===== config.mk =====
export PLATFORM = sky130hd
export DESIGN_NAME = cdpc_top
export DESIGN_NICKNAME = d
export VERILOG_FILES = /design/src/cdpc_pkg.sv /design/src/cdpc_top.sv
export SDC_FILE = /design/constraint.sdc
export NUM_CORES = 1
export LEC_CHECK = 0
export BUFFER_PORTS_ARGS = -buffer_cell sky130_fd_sc_hd__buf_2
export CORE_UTILIZATION = 45
export CTS_BUF_LIST = sky130_fd_sc_hd__clkbuf_4 sky130_fd_sc_hd__clkbuf_8
export DETAILED_ROUTE_END_ITERATION = 16
export GPL_TIMING_DRIVEN = 0
export PLACE_DENSITY = 0.66
export SLEW_MARGIN = 10
export SYNTH_ARGS = -nofsm -noshare
export SYNTH_HDL_FRONTEND = slang
export SYNTH_SLANG_ARGS = --single-unit
export TNS_END_PERCENT = 1

===== constraint.sdc =====
create_clock -name SYS_CLK -period 4 [get_ports SYS_CLK]
set_input_delay 0.4 -clock SYS_CLK [delete_from_list [all_inputs] [get_ports SYS_CLK]]
set_output_delay 0.4 -clock SYS_CLK [all_outputs]
set_load 0.1 [all_outputs]

===== src/cdpc_pkg.sv =====
// constants, register map and types of the descriptor master port block
package cdpc_pkg;
   // =====================================================
   // widths
   localparam int REG_ADDR_BITS = 32;
   localparam int REG_WORD_BITS = 32;
   localparam int DESC_PORT_ADDR_BITS = 32;
   localparam int DESC_PORT_WORD_BITS = 32;
   localparam int DESC_WORDS = 8;
   // =====================================================
   // descriptor port fixed codes
   localparam logic [2:0] SIZE_4BYTE = 3'h2;
   localparam logic [1:0] BURST_INCR = 2'h1;
   localparam logic [2:0] PROT_VALUE = 3'h0;
   localparam logic [3:0] CACHE_VALUE = 4'h3;
   localparam logic [3:0] STRB_ALL = 4'hF;
   localparam logic [1:0] RESP_OKAY = 2'h0;
   localparam logic [1:0] RESP_EXOKAY = 2'h1;
   localparam logic [1:0] RESP_SLVERR = 2'h2;
   localparam logic [1:0] RESP_DECERR = 2'h3;
   // =====================================================
   // register byte offsets
   localparam logic [REG_ADDR_BITS-1:0] OFS_CTRL = 32'h0000_0000;
   localparam logic [REG_ADDR_BITS-1:0] OFS_ADDR = 32'h0000_0004;
   localparam logic [REG_ADDR_BITS-1:0] OFS_STATUS = 32'h0000_0008;
   localparam logic [REG_ADDR_BITS-1:0] OFS_CONFIG = 32'h0000_000C;
   localparam logic [REG_ADDR_BITS-1:0] OFS_DEPTH = 32'h0000_0010;
   localparam logic [REG_ADDR_BITS-1:0] OFS_TICKS = 32'h0000_0014;
   localparam logic [REG_ADDR_BITS-1:0] OFS_BUF = 32'h0000_0020;
   // field positions
   localparam int CTRL_START_BIT = 0;
   localparam int CTRL_WRITE_BIT = 1;
   localparam int CTRL_LEN_LSB = 8;
   localparam int ST_BUSY_BIT = 0;
   localparam int ST_DONE_BIT = 1;
   localparam int ST_ERR_BIT = 2;
   localparam int ST_EXOK_BIT = 3;
   localparam int ST_RESP_LSB = 4;
   // =====================================================
   // build option defaults
   localparam int DEF_REG_CLK_INDEP = 0;
   localparam int DEF_DATA_BITS = 32;
   localparam int DEF_BURST_CAP = 16;
   localparam int DEF_REALIGNER = 0;
   localparam int DEF_REDUCED = 0;
   localparam int DEF_RD_DEPTH = 4;
   localparam int DEF_WR_DEPTH = 4;
   localparam int DEF_BUF_FWD = 1;
   localparam int DEF_CHAIN = 0;
   localparam int DEF_TICK_CYCLES = 125;
   localparam int TICK_MAX = 1000000;
   localparam int DEPTH_MAX = 30;
   localparam int REDUCED_BURST_MAX = 64;
   // =====================================================
   // reset values
   localparam logic [31:0] RST_WORD = 32'h0000_0000;
   localparam logic [19:0] RST_TICK = 20'h0_0000;

   typedef enum logic [5:0] {
      S_IDLE = 6'h01,
      S_RADDR = 6'h02,
      S_RDATA = 6'h04,
      S_WADDR = 6'h08,
      S_WDATA = 6'h10,
      S_WRESP = 6'h20
   } cdpc_state_t;
endpackage


===== src/cdpc_top.sv =====
// descriptor master port with build options, register slave and delay tick timer
`timescale 1ns/1ps
`default_nettype none

// Behaviour
// - write bursts always use the four-byte beat size code
// - write burst type is incrementing only
// - write protection field held at all zeros
// - write cache field held at bufferable and modifiable
// - every write strobe lane asserted on descriptor writes
// - burst length field carries beats minus one
// - read response: okay success, slave or decode error failure, exclusive unsupported
// - write response decoded with the same meanings
// - write last only on the final beat of a burst
// - after reset valids and readies low, address length size data zero
// - register port is fixed at 32-bit address and data
// - option selects same or independent register port clock, default same
// - data-path width selectable 32, 64, 128, 256, default 32
// - data-path burst cap option 16 to 256, default 16
// - byte realigner only for 32 or 64 bit widths, default excluded
// - reduced mover limits width, realigner, bursts; ignored with chaining
// - read queue depth 1 to 30; outstanding is depth plus two, or two
// - write queue depth 1 to 30; outstanding is depth plus two, or two
// - store-and-forward option, included by default
// - descriptor chaining option, default excluded, port fixed at 32 bits
// - delay timer ticks every N clocks with chaining, idle without it, N 1 to one million, default 125
// - read bursts always use the four-byte beat size code
// - without chaining the port outputs are zero and inputs ignored
module cdpc_top
   import cdpc_pkg::*;
#(
   parameter int REGISTER_CLOCK_INDEPENDENT_OPT = DEF_REG_CLK_INDEP,
   parameter int DATA_PATH_BITS = DEF_DATA_BITS,
   parameter int TRANSFER_BURST_CAP = DEF_BURST_CAP,
   parameter int BYTE_REALIGNER_OPT = DEF_REALIGNER,
   parameter int REDUCED_MOVER_OPT = DEF_REDUCED,
   parameter int READ_QUEUE_DEPTH = DEF_RD_DEPTH,
   parameter int WRITE_QUEUE_DEPTH = DEF_WR_DEPTH,
   parameter int BUFFER_FORWARD_OPT = DEF_BUF_FWD,
   parameter int DESCRIPTOR_CHAIN_OPT = DEF_CHAIN,
   parameter int IRQ_DELAY_TICK_CYCLES = DEF_TICK_CYCLES
) (
   input wire logic SYS_CLK,
   input wire logic RST,
   input wire logic [REG_ADDR_BITS-1:0] AVS_ADDRESS,
   input wire logic AVS_READ,
   input wire logic AVS_WRITE,
   input wire logic [REG_WORD_BITS-1:0] AVS_WRITEDATA,
   input wire logic [3:0] AVS_BYTEENABLE,
   output logic [REG_WORD_BITS-1:0] AVS_READDATA,
   output logic AVS_WAITREQUEST,
   output logic [DESC_PORT_ADDR_BITS-1:0] DESC_ARADDR,
   output logic [7:0] DESC_ARLEN,
   output logic [2:0] DESC_ARSIZE,
   output logic [1:0] DESC_ARBURST,
   output logic [2:0] DESC_ARPROT,
   output logic [3:0] DESC_ARCACHE,
   output logic DESC_ARVALID,
   input wire logic DESC_ARREADY,
   input wire logic [DESC_PORT_WORD_BITS-1:0] DESC_RDATA,
   input wire logic [1:0] DESC_RRESP,
   input wire logic DESC_RLAST,
   input wire logic DESC_RVALID,
   output logic DESC_RREADY,
   output logic [DESC_PORT_ADDR_BITS-1:0] DESC_AWADDR,
   output logic [7:0] DESC_AWLEN,
   output logic [2:0] DESC_AWSIZE,
   output logic [1:0] DESC_AWBURST,
   output logic [2:0] DESC_AWPROT,
   output logic [3:0] DESC_AWCACHE,
   output logic DESC_AWVALID,
   input wire logic DESC_AWREADY,
   output logic [DESC_PORT_WORD_BITS-1:0] DESC_WDATA,
   output logic [3:0] DESC_WSTRB,
   output logic DESC_WLAST,
   output logic DESC_WVALID,
   input wire logic DESC_WREADY,
   input wire logic [1:0] DESC_BRESP,
   input wire logic DESC_BVALID,
   output logic DESC_BREADY
);
   // =====================================================
   // build option decode
   localparam bit CHAIN_ON = (DESCRIPTOR_CHAIN_OPT == 1);
   localparam bit NARROW_PATH = (DATA_PATH_BITS == 32) || (DATA_PATH_BITS == 64);
   localparam bit WIDTH_OK = NARROW_PATH || (DATA_PATH_BITS == 128)
      || (DATA_PATH_BITS == 256);
   localparam bit BURST_OK = (TRANSFER_BURST_CAP == 16) || (TRANSFER_BURST_CAP == 32)
      || (TRANSFER_BURST_CAP == 64) || (TRANSFER_BURST_CAP == 128)
      || (TRANSFER_BURST_CAP == 256);
   // chaining overrides the reduced mover
   localparam bit REDUCED_ON = (REDUCED_MOVER_OPT == 1) && !CHAIN_ON;
   // reduced mover drops the realigner; otherwise only narrow paths keep it
   localparam bit REALIGNER_ON = (BYTE_REALIGNER_OPT == 1) && NARROW_PATH
      && !REDUCED_ON;
   localparam bit CONFIG_OK = WIDTH_OK && BURST_OK
      && !((BYTE_REALIGNER_OPT == 1) && !NARROW_PATH)
      && !(REDUCED_ON && (!NARROW_PATH || (TRANSFER_BURST_CAP > REDUCED_BURST_MAX)))
      && !((TRANSFER_BURST_CAP == 256) && (DATA_PATH_BITS == 256))
      && (READ_QUEUE_DEPTH >= 1) && (READ_QUEUE_DEPTH <= DEPTH_MAX)
      && (WRITE_QUEUE_DEPTH >= 1) && (WRITE_QUEUE_DEPTH <= DEPTH_MAX)
      && (IRQ_DELAY_TICK_CYCLES >= 1) && (IRQ_DELAY_TICK_CYCLES <= TICK_MAX)
      && (REGISTER_CLOCK_INDEPENDENT_OPT <= 1);
   localparam int RD_OUTSTANDING = (READ_QUEUE_DEPTH == 1) ? 2
      : READ_QUEUE_DEPTH + 2;
   localparam int WR_OUTSTANDING = (WRITE_QUEUE_DEPTH == 1) ? 2
      : WRITE_QUEUE_DEPTH + 2;
   localparam logic [19:0] TICK_LAST = 20'(IRQ_DELAY_TICK_CYCLES - 1);

   typedef struct packed {
      cdpc_state_t st;
      logic ack;
      logic [REG_WORD_BITS-1:0] rdata;
      logic [31:0] addr;
      logic [2:0] len;
      logic [2:0] beat;
      logic [DESC_WORDS-1:0][31:0] dbuf;
      logic [31:0] axaddr;
      logic [7:0] axlen;
      logic [2:0] axsize;
      logic [1:0] axburst;
      logic [31:0] wdata;
      logic done;
      logic err;
      logic exok;
      logic [1:0] resp;
      logic [19:0] tcnt;
      logic [31:0] ticks;
   } cdpc_regs_t;

   cdpc_regs_t r_q;
   cdpc_regs_t r_d;
   logic acc;
   logic wr_now;
   logic rd_hs;
   logic b_hs;
   logic [31:0] status_word;
   logic [31:0] config_word;
   logic [31:0] ctrl_word;

   function automatic logic [31:0] be_merge(input logic [31:0] old_v,
                                            input logic [31:0] new_v,
                                            input logic [3:0] be);
      logic [31:0] res;
      res = old_v;
      for (int i = 0; i < 4; i++) begin
         if (be[i]) begin
            res[i*8 +: 8] = new_v[i*8 +: 8];
         end
      end
      return res;
   endfunction

   // =====================================================
   // register slave: one wait state per access
   assign acc = AVS_READ || AVS_WRITE;
   assign AVS_WAITREQUEST = acc && !r_q.ack;
   assign AVS_READDATA = r_q.rdata;
   assign wr_now = AVS_WRITE && r_q.ack;
   assign rd_hs = DESC_RVALID && DESC_RREADY;
   assign b_hs = DESC_BVALID && DESC_BREADY;

   assign status_word = {24'h00_0000, 2'h0, r_q.resp, r_q.exok, r_q.err, r_q.done,
                         (r_q.st != S_IDLE)};
   assign config_word = {8'h00, 8'(TRANSFER_BURST_CAP - 1), 8'(DATA_PATH_BITS / 8), 2'h0,
                         CONFIG_OK, CHAIN_ON, (BUFFER_FORWARD_OPT == 1), REDUCED_ON,
                         REALIGNER_ON, (REGISTER_CLOCK_INDEPENDENT_OPT == 1)};
   assign ctrl_word = {21'h00_0000, r_q.len, 8'h00};

   always_comb begin
      r_d = r_q;
      r_d.ack = acc && !r_q.ack;
      if (acc && !r_q.ack && AVS_READ) begin
         unique case (AVS_ADDRESS)
            OFS_CTRL: r_d.rdata = ctrl_word;
            OFS_ADDR: r_d.rdata = r_q.addr;
            OFS_STATUS: r_d.rdata = status_word;
            OFS_CONFIG: r_d.rdata = config_word;
            OFS_DEPTH: r_d.rdata = {16'h0000, 8'(WR_OUTSTANDING), 8'(RD_OUTSTANDING)};
            OFS_TICKS: r_d.rdata = r_q.ticks;
            default: begin
               // unmapped reads return zero; buffer words decoded below
               r_d.rdata = RST_WORD;
               if (AVS_ADDRESS[31:5] == OFS_BUF[31:5] && AVS_ADDRESS[1:0] == 2'h0) begin
                  r_d.rdata = r_q.dbuf[AVS_ADDRESS[4:2]];
               end
            end
         endcase
      end
      // software side writes, applied at the edge that ends the cycle after the wait state
      if (wr_now) begin
         if (AVS_ADDRESS == OFS_ADDR && r_q.st == S_IDLE) begin
            r_d.addr = be_merge(r_q.addr, AVS_WRITEDATA, AVS_BYTEENABLE);
         end
         if (AVS_ADDRESS == OFS_STATUS && AVS_BYTEENABLE[0]) begin
            r_d.done = r_q.done && !AVS_WRITEDATA[ST_DONE_BIT];
            r_d.err = r_q.err && !AVS_WRITEDATA[ST_ERR_BIT];
            r_d.exok = r_q.exok && !AVS_WRITEDATA[ST_EXOK_BIT];
         end
         if (AVS_ADDRESS[31:5] == OFS_BUF[31:5] && AVS_ADDRESS[1:0] == 2'h0
             && r_q.st == S_IDLE) begin
            r_d.dbuf[AVS_ADDRESS[4:2]] = be_merge(r_q.dbuf[AVS_ADDRESS[4:2]],
                                                  AVS_WRITEDATA, AVS_BYTEENABLE);
         end
      end
      // =====================================================
      // descriptor transfer sequencer
      unique case (r_q.st)
         S_IDLE: begin
            // start ignored while busy or without chaining
            if (wr_now && AVS_ADDRESS == OFS_CTRL && AVS_BYTEENABLE[0]
                && AVS_BYTEENABLE[1] && AVS_WRITEDATA[CTRL_START_BIT] && CHAIN_ON) begin
               r_d.len = AVS_WRITEDATA[CTRL_LEN_LSB +: 3];
               r_d.beat = 3'h0;
               r_d.axaddr = r_q.addr;
               r_d.axlen = {5'h00, AVS_WRITEDATA[CTRL_LEN_LSB +: 3]};
               r_d.axsize = SIZE_4BYTE;
               r_d.axburst = BURST_INCR;
               r_d.st = AVS_WRITEDATA[CTRL_WRITE_BIT] ? S_WADDR : S_RADDR;
               r_d.wdata = r_q.dbuf[0];
            end
         end
         S_RADDR: begin
            if (DESC_ARREADY) begin
               r_d.st = S_RDATA;
            end
         end
         S_RDATA: begin
            if (rd_hs) begin
               r_d.dbuf[r_q.beat] = DESC_RDATA;
               r_d.beat = r_q.beat + 3'h1;
               r_d.resp = DESC_RRESP;
               // slave or decode error, bit 1 of the code
               if (DESC_RRESP[1]) begin
                  r_d.err = 1'b1;
               end
               if (DESC_RRESP == RESP_EXOKAY) begin
                  r_d.exok = 1'b1;
               end
               // burst ends on the slave's last beat
               if (DESC_RLAST) begin
                  r_d.st = S_IDLE;
                  r_d.done = 1'b1;
               end
            end
         end
         S_WADDR: begin
            if (DESC_AWREADY) begin
               r_d.st = S_WDATA;
            end
         end
         S_WDATA: begin
            if (DESC_WREADY) begin
               r_d.beat = r_q.beat + 3'h1;
               r_d.wdata = r_q.dbuf[r_q.beat + 3'h1];
               if (r_q.beat == r_q.len) begin
                  r_d.st = S_WRESP;
               end
            end
         end
         S_WRESP: begin
            if (b_hs) begin
               r_d.resp = DESC_BRESP;
               if (DESC_BRESP[1]) begin
                  r_d.err = 1'b1;
               end
               if (DESC_BRESP == RESP_EXOKAY) begin
                  r_d.exok = 1'b1;
               end
               r_d.st = S_IDLE;
               r_d.done = 1'b1;
            end
         end
      endcase
      // =====================================================
      // delay timer tick, idle when chaining is absent
      if (CHAIN_ON) begin
         if (r_q.tcnt >= TICK_LAST) begin
            r_d.tcnt = RST_TICK;
            r_d.ticks = r_q.ticks + 32'h0000_0001;
         end else begin
            r_d.tcnt = r_q.tcnt + 20'h0_0001;
         end
      end
   end

   always_ff @(posedge SYS_CLK) begin
      if (RST) begin
         r_q <= '0;
         r_q.st <= S_IDLE;
      end else begin
         r_q <= r_d;
      end
   end

   // =====================================================
   // port drive; cache and strobe forced low without chaining, the rest held low by the idle state
   assign DESC_ARADDR = r_q.axaddr;
   assign DESC_ARLEN = r_q.axlen;
   assign DESC_ARSIZE = r_q.axsize;
   assign DESC_ARBURST = r_q.axburst;
   assign DESC_ARPROT = PROT_VALUE;
   assign DESC_ARCACHE = CHAIN_ON ? CACHE_VALUE : 4'h0;
   assign DESC_ARVALID = (r_q.st == S_RADDR);
   assign DESC_RREADY = (r_q.st == S_RDATA);
   assign DESC_AWADDR = r_q.axaddr;
   assign DESC_AWLEN = r_q.axlen;
   assign DESC_AWSIZE = r_q.axsize;
   assign DESC_AWBURST = r_q.axburst;
   assign DESC_AWPROT = PROT_VALUE;
   assign DESC_AWCACHE = CHAIN_ON ? CACHE_VALUE : 4'h0;
   assign DESC_AWVALID = (r_q.st == S_WADDR);
   assign DESC_WDATA = r_q.wdata;
   assign DESC_WSTRB = CHAIN_ON ? STRB_ALL : 4'h0;
   assign DESC_WVALID = (r_q.st == S_WDATA);
   assign DESC_WLAST = DESC_WVALID && (r_q.beat == r_q.len);
   assign DESC_BREADY = (r_q.st == S_WRESP);
endmodule

`default_nettype wire


**After elaboration in Yosys (flattened, before gate mapping)**

Cells that the tools add are included.

- Add/subtract/negate cells: 1
- Multiply operators: 0
- Divide/modulo/power cells: 0
- Order comparisons: 5
- Eq/ne operators: 22
- Shifts and indexed selects: 0
- Muxes and demuxes: 48
- Bitwise logic cells: 0
- Reduce and logical (&&, ||, !) cells: 35

Operators by type and width:

| cell | count |
|---|---|
| $mux W256 | 3 |
| $bwmux W256 | 2 |
| $mux W259 | 1 |
| $bmux W32 S3 | 2 |
| $demux W32 S3 | 2 |
| $mux W32 | 5 |
| $pmux W32 S5 | 1 |
| $mux W8 | 12 |
| $eq A32 B4 Y1 const B | 2 |
| $eq A32 B5 Y1 const B | 2 |
| $mux W6 | 7 |
| $eq A32 B3 Y1 const B | 1 |
| $logic_not A32 Y1 | 1 |
| $pmux W6 S5 | 1 |
| $eq A27 B1 Y1 const B | 1 |
| $reduce_and A3 Y1 | 6 |
| $logic_and A1 B1 Y1 | 15 |
| $lt A3 B4 Y1 const B | 3 |
| $ne A2 B1 Y1 const B | 6 |
| $mux W5 | 2 |
| $pmux W5 S2 | 1 |
| $mux W3 | 3 |
| $reduce_and A8 Y1 | 1 |
| $eq A6 B1 Y1 const B | 1 |
| other kinds (20) | 30 |

- Register bits after elaboration: 367
- Latch bits: 0
- Bits in writable memories: 0
- ROM bits: 0
- Input port bits: 114
- Output and inout port bits: 179
- Memories kept: 0

**Logic depth before layout (Yosys ltp)**

- Word-level depth: 11
- Depth in mapped cells: 9
- Depth with buffers taken out: 5

**Worst setup path after synthesis**

OpenSTA, ideal clock, no wires.

- Path kind: input to register
- Start point: input AVS_ADDRESS[2]
- End point: register r_q[215] in the netlist's numbering
- Library setup time: 0.135 ns
- Arrival time: 2.531 ns
- Required time: 3.865 ns
- Slack: 1.333 ns
- Cell stages on the path: 7
- Path through: buf_2 buf_1 buf_2 mux4_2 mux2_2 mux2i_1 o21ai_0

- Word-level cells in the longest chain between the ends: 11

Ends and longest elaborated chain:

| item | line | source |
|---|---|---|
| start, declared | cdpc_top.sv:45 | `input wire logic [REG_ADDR_BITS-1:0] AVS_ADDRESS,` |
| $bmux W32 S3 | cdpc_top.sv:202 | `r_d.dbuf[AVS_ADDRESS[4:2]] = be_merge(r_q.dbuf[AVS_ADDRESS[4:2]],` |
| $mux W32 (implied by the code) | cdpc_top.sv:202 |  |
| $mux W8 | cdpc_top.sv:147 | `if (be[i]) begin` |
| $mux W8 | cdpc_top.sv:200 | `if (AVS_ADDRESS[31:5] == OFS_BUF[31:5] && AVS_ADDRESS[1:0] == 2'h0` |
| $mux W8 | cdpc_top.sv:191 | `if (wr_now) begin` |
| $bwmux W256 * | cdpc_top.sv:202 |  |
| $mux W256 * | cdpc_top.sv:200 |  |
| $mux W256 * | cdpc_top.sv:191 |  |
| $bwmux W256 | cdpc_top.sv:230 | `r_d.dbuf[r_q.beat] = DESC_RDATA;` |
| $mux W259 | cdpc_top.sv:229 | `if (rd_hs) begin` |
| $mux W256 * | cdpc_top.sv:208 | `unique case (r_q.st)` |
| end signal, assigned | cdpc_top.sv:292 | `r_q <= r_d;` |
| end, declared | cdpc_top.sv:131 | `cdpc_regs_t r_q;` |

Every way passes the cells marked *; elsewhere a longest branch is shown, timed or not. The select of a mux whose other input is x is not followed.
A chain may end at the register's enable or synchronous reset.

**Worst setup path after layout**

- Start point: input AVS_ADDRESS[4]
- End point: register r_q[225] in the netlist's numbering

Same word-level chain as after synthesis.

==> results.toml <==
[critical_path]
timing.critical_path.cells = "clkbuf_1 -> clkbuf_1 -> clkbuf_1 -> mux4_2 -> mux2_2 -> mux2i_1 -> o21ai_0"
critical_path_peak_fanout = 10
worst-setup-path-type = "input pin to flip-flop"
worst_path_max_delay_cell = "sky130_fd_sc_hd__mux2i_1"
worst_path_largest_cell_delay_ps = 930
timing.critical_path.from_type = "input pin"
reg2reg_setup_slack_ps = 450
timing.critical_path.to_type = "flip-flop"
critical_path.most_common_cell = "sky130_fd_sc_hd__clkbuf_1"
critical_path_required_ps = 4460
worst_path_dominant_cell_family = "buffers and inverters"
worst_path_arrival_time_ps = 4390
critical_path_buf_inv_count = 3

[cts]
htreeDepth = 2
cts.sink_count = 331
clock_insertion_delay_worst_skew_ps = 680
clk_transition_reported_paths_ps = 60
cts-root-buf = "sky130_fd_sc_hd__clkbuf_8"
cts_made_buffers = 57
buffers_from_clock_root_to_sink_at_most = 3
cts_tree = "done"

[floorplan]
initial_cell_density_of_the_core_pct = 45.9
floorplan.die.height_microns = 204
rows = 73
core_region_area_sq_mm = 0.0400
dieArea_sq_mm = 0.0416
die-width_microns = 204
boundaryPins = 293

[sta]
layout_worst_path_cycle_share_pct = 98.0
worst_slew_margin_rel_pct = 12.8
max_freq_mhz = 255
finalMaxSlewViolations = 0
worst_hold_slack_after_final_layout_ps = 10.8
clock_skew_ps = 49.7
setup-violations-final = 0
rsz0062_at_grt = "no"
worst_slew_pin_slew_ps = 1270
period_needed_ps = 3920
fin_setup_tns_ps = 0
hold_viol = 0

[placed_design]
detailed_place_hpwl_mm = 50.1
portBuffers = 134
final_weighted_congestion_of_routability_driven_global_placement = 0.949

[pwr]
totalPowerFinal_uw = 8190
worst_ir_drop_vdd_mv = 0.235
power_leakage_uw = 0.00844
switchingPower_uw = 2630
power_frac_clock_pct = 41.7
internal_power_uw = 5560
power_density_mw_per_mm2 = 380
p_seq_share_pct = 40.7
power_switching_share_pct = 32.1
power.combinational.fraction_pct = 17.6

[logic_synthesis]
postSynthAreaPerCell_sq_um = 8.54
ys_seq_elements = 331
synth_top_area_share_pct = 36.1
yosys_top_cell_by_area = "sky130_fd_sc_hd__dfxtp_1"
ys_dominant_reg_cell = "sky130_fd_sc_hd__dfxtp_1"
post_synth_instance_area_sq_mm = 0.0184
yosysSeqAreaShare_pct = 36.1
number_of_instances_in_the_synthesized_netlist = 2152
post_synth_main_area_contributors = "sky130_fd_sc_hd__dfxtp_1, sky130_fd_sc_hd__nor3b_1, sky130_fd_sc_hd__mux4_2"
ys_types = 56
ys.warnings.count = 0
async_reset_ff_share_pct = 0
post_synth_edffs = 0

[routing]
wirelength_mm = 68.8
post-route-drc-count = 0
dr.pass1.iters = 5
wl_per_cell_microns = 22.4
vias_per_cell = 5.83
route.vias.total = 17900
drt_iter0_drc = 2026
antenna_violating_nets_post_route = 0

[finish]
area_growth_pct = 17.4
final_common_cell = "sky130_fd_sc_hd__nor2_1"
nNetsFinal = 2610
drive_above_1_share_pct = 22.3
layout.cells.most_common_list = "sky130_fd_sc_hd__nor2_1, sky130_fd_sc_hd__dfxtp_1, sky130_fd_sc_hd__a21oi_1"

[min_path]
hold_path_class = "input pin to flip-flop"

[job]
cap_violations = 0

[global_routing]
first_pass_grt_wire_length_mm = 103
grt.total_usage_pct = 32.7
via_count_of_the_first_global_routing_pass = 16700
antenna_found_initial = 0
grt_start_max_net_pins = 15
remaining_global_route_overflow = 0

[run_status]
outcome = "finished clean"
## power by group through the flow
stage / logic, uW / clock network, uW / registers [uW]
2_1_floorplan: 1180 / 0 / 3400
3_3_place_gp: 1410 / 0 / 3400
3_5_place_dp: 1420 / 0 / 3400
4_1_cts: 1420 / 3420 / 3330
5_1_grt: 1490 / 3570 / 3330
6_report: 1440 / 3410 / 3330
## worst paths after layout
| check | from | endpoint | cells past startpoint |
|---|---|---|---|
| worst max register to register | r_q[461] | r_q[259] | 9 |
| worst max-delay path | AVS_ADDRESS[4] | r_q[225] | 7 |
| worst min-delay path | AVS_WRITEDATA[3] | r_q[399] | 3 |
| worst min register to register | r_q[53] | r_q[53] | 2 |
## repair_timing
action | CTS | global route
hold endpoints to repair | 5 | 0
hold buffers | 5 | 0
gates resized for setup | 0 | 0
setup endpoints to repair | 0 | 0
setup buffers | 0 | 0
## registers in the layout, indices dropped and copies added, names as in the netlist
register	cells
r_q	299
AVS_READDATA	32
## routing by layer
metal | wire [microns] | share of wire (%) | vias up | GRT usage [%]
met1 | 27400 | 40 | 8423 | 42.7
met5 | 0 | 0 | - | 0
met3 | 8650 | 13 | 212 | 9.34
met4 | 2670 | 3.9 | 0 | 13.5
li1 | - | - | 8057 | -
met2 | 30000 | 44 | 1158 | 50.3
## final cells by class
cell class              instances  area, sq um
fillers                      3747        18400
multi-input cells            1579        10100
flip-flops and latches        331         6630
plain buffers                 384         2180
clock buffers                  93         1160
repair buffers                140          728
well taps                     525          657
clock inverters                 8         93.8
inverters                       2         7.51
diodes                          1         2.50
## cell usage after synthesis (all sizes together), types with 36 or more instances
master    n
mux2     36
nor3     40
nand2b   41
dfxtp   331
mux2i    61
mux4     62
clkbuf  171
nor2    333
buf     213
o21ai   213
a21oi   220
nor3b   210
a221o    48
## metrics by stage
stage	setup slack [ps]	std cells	utilization [%]	area (sq um)
5_1_grt	14.7	3062	53.9	21600
3_5_place_dp	-357	2956	50.6	20300
4_1_cts	303	3062	53.9	21600
2_1_floorplan	1330	2296	-	18900
3_3_place_gp	-311	2955	50.6	20200
6_report	79.0	3063	53.9	21600
## worst min-delay path, stage by stage
cell and delay [ps]:
sky130_fd_sc_hd__buf_2 110, sky130_fd_sc_hd__mux2i_1 70, sky130_fd_sc_hd__nor2_1 70
## cell families after synthesis
logic type,synth area share [%]
buffers and inverters,11.9
AND/OR/NAND/NOR,22.0
other,0.0204
XOR/XNOR,0.0954
multiplexers,13.1
AO/OA/AOI/OAI,16.7
adder cells (fa/ha/maj),0.0681
flip-flops,36.1
(Power assumes the default switching activity.)
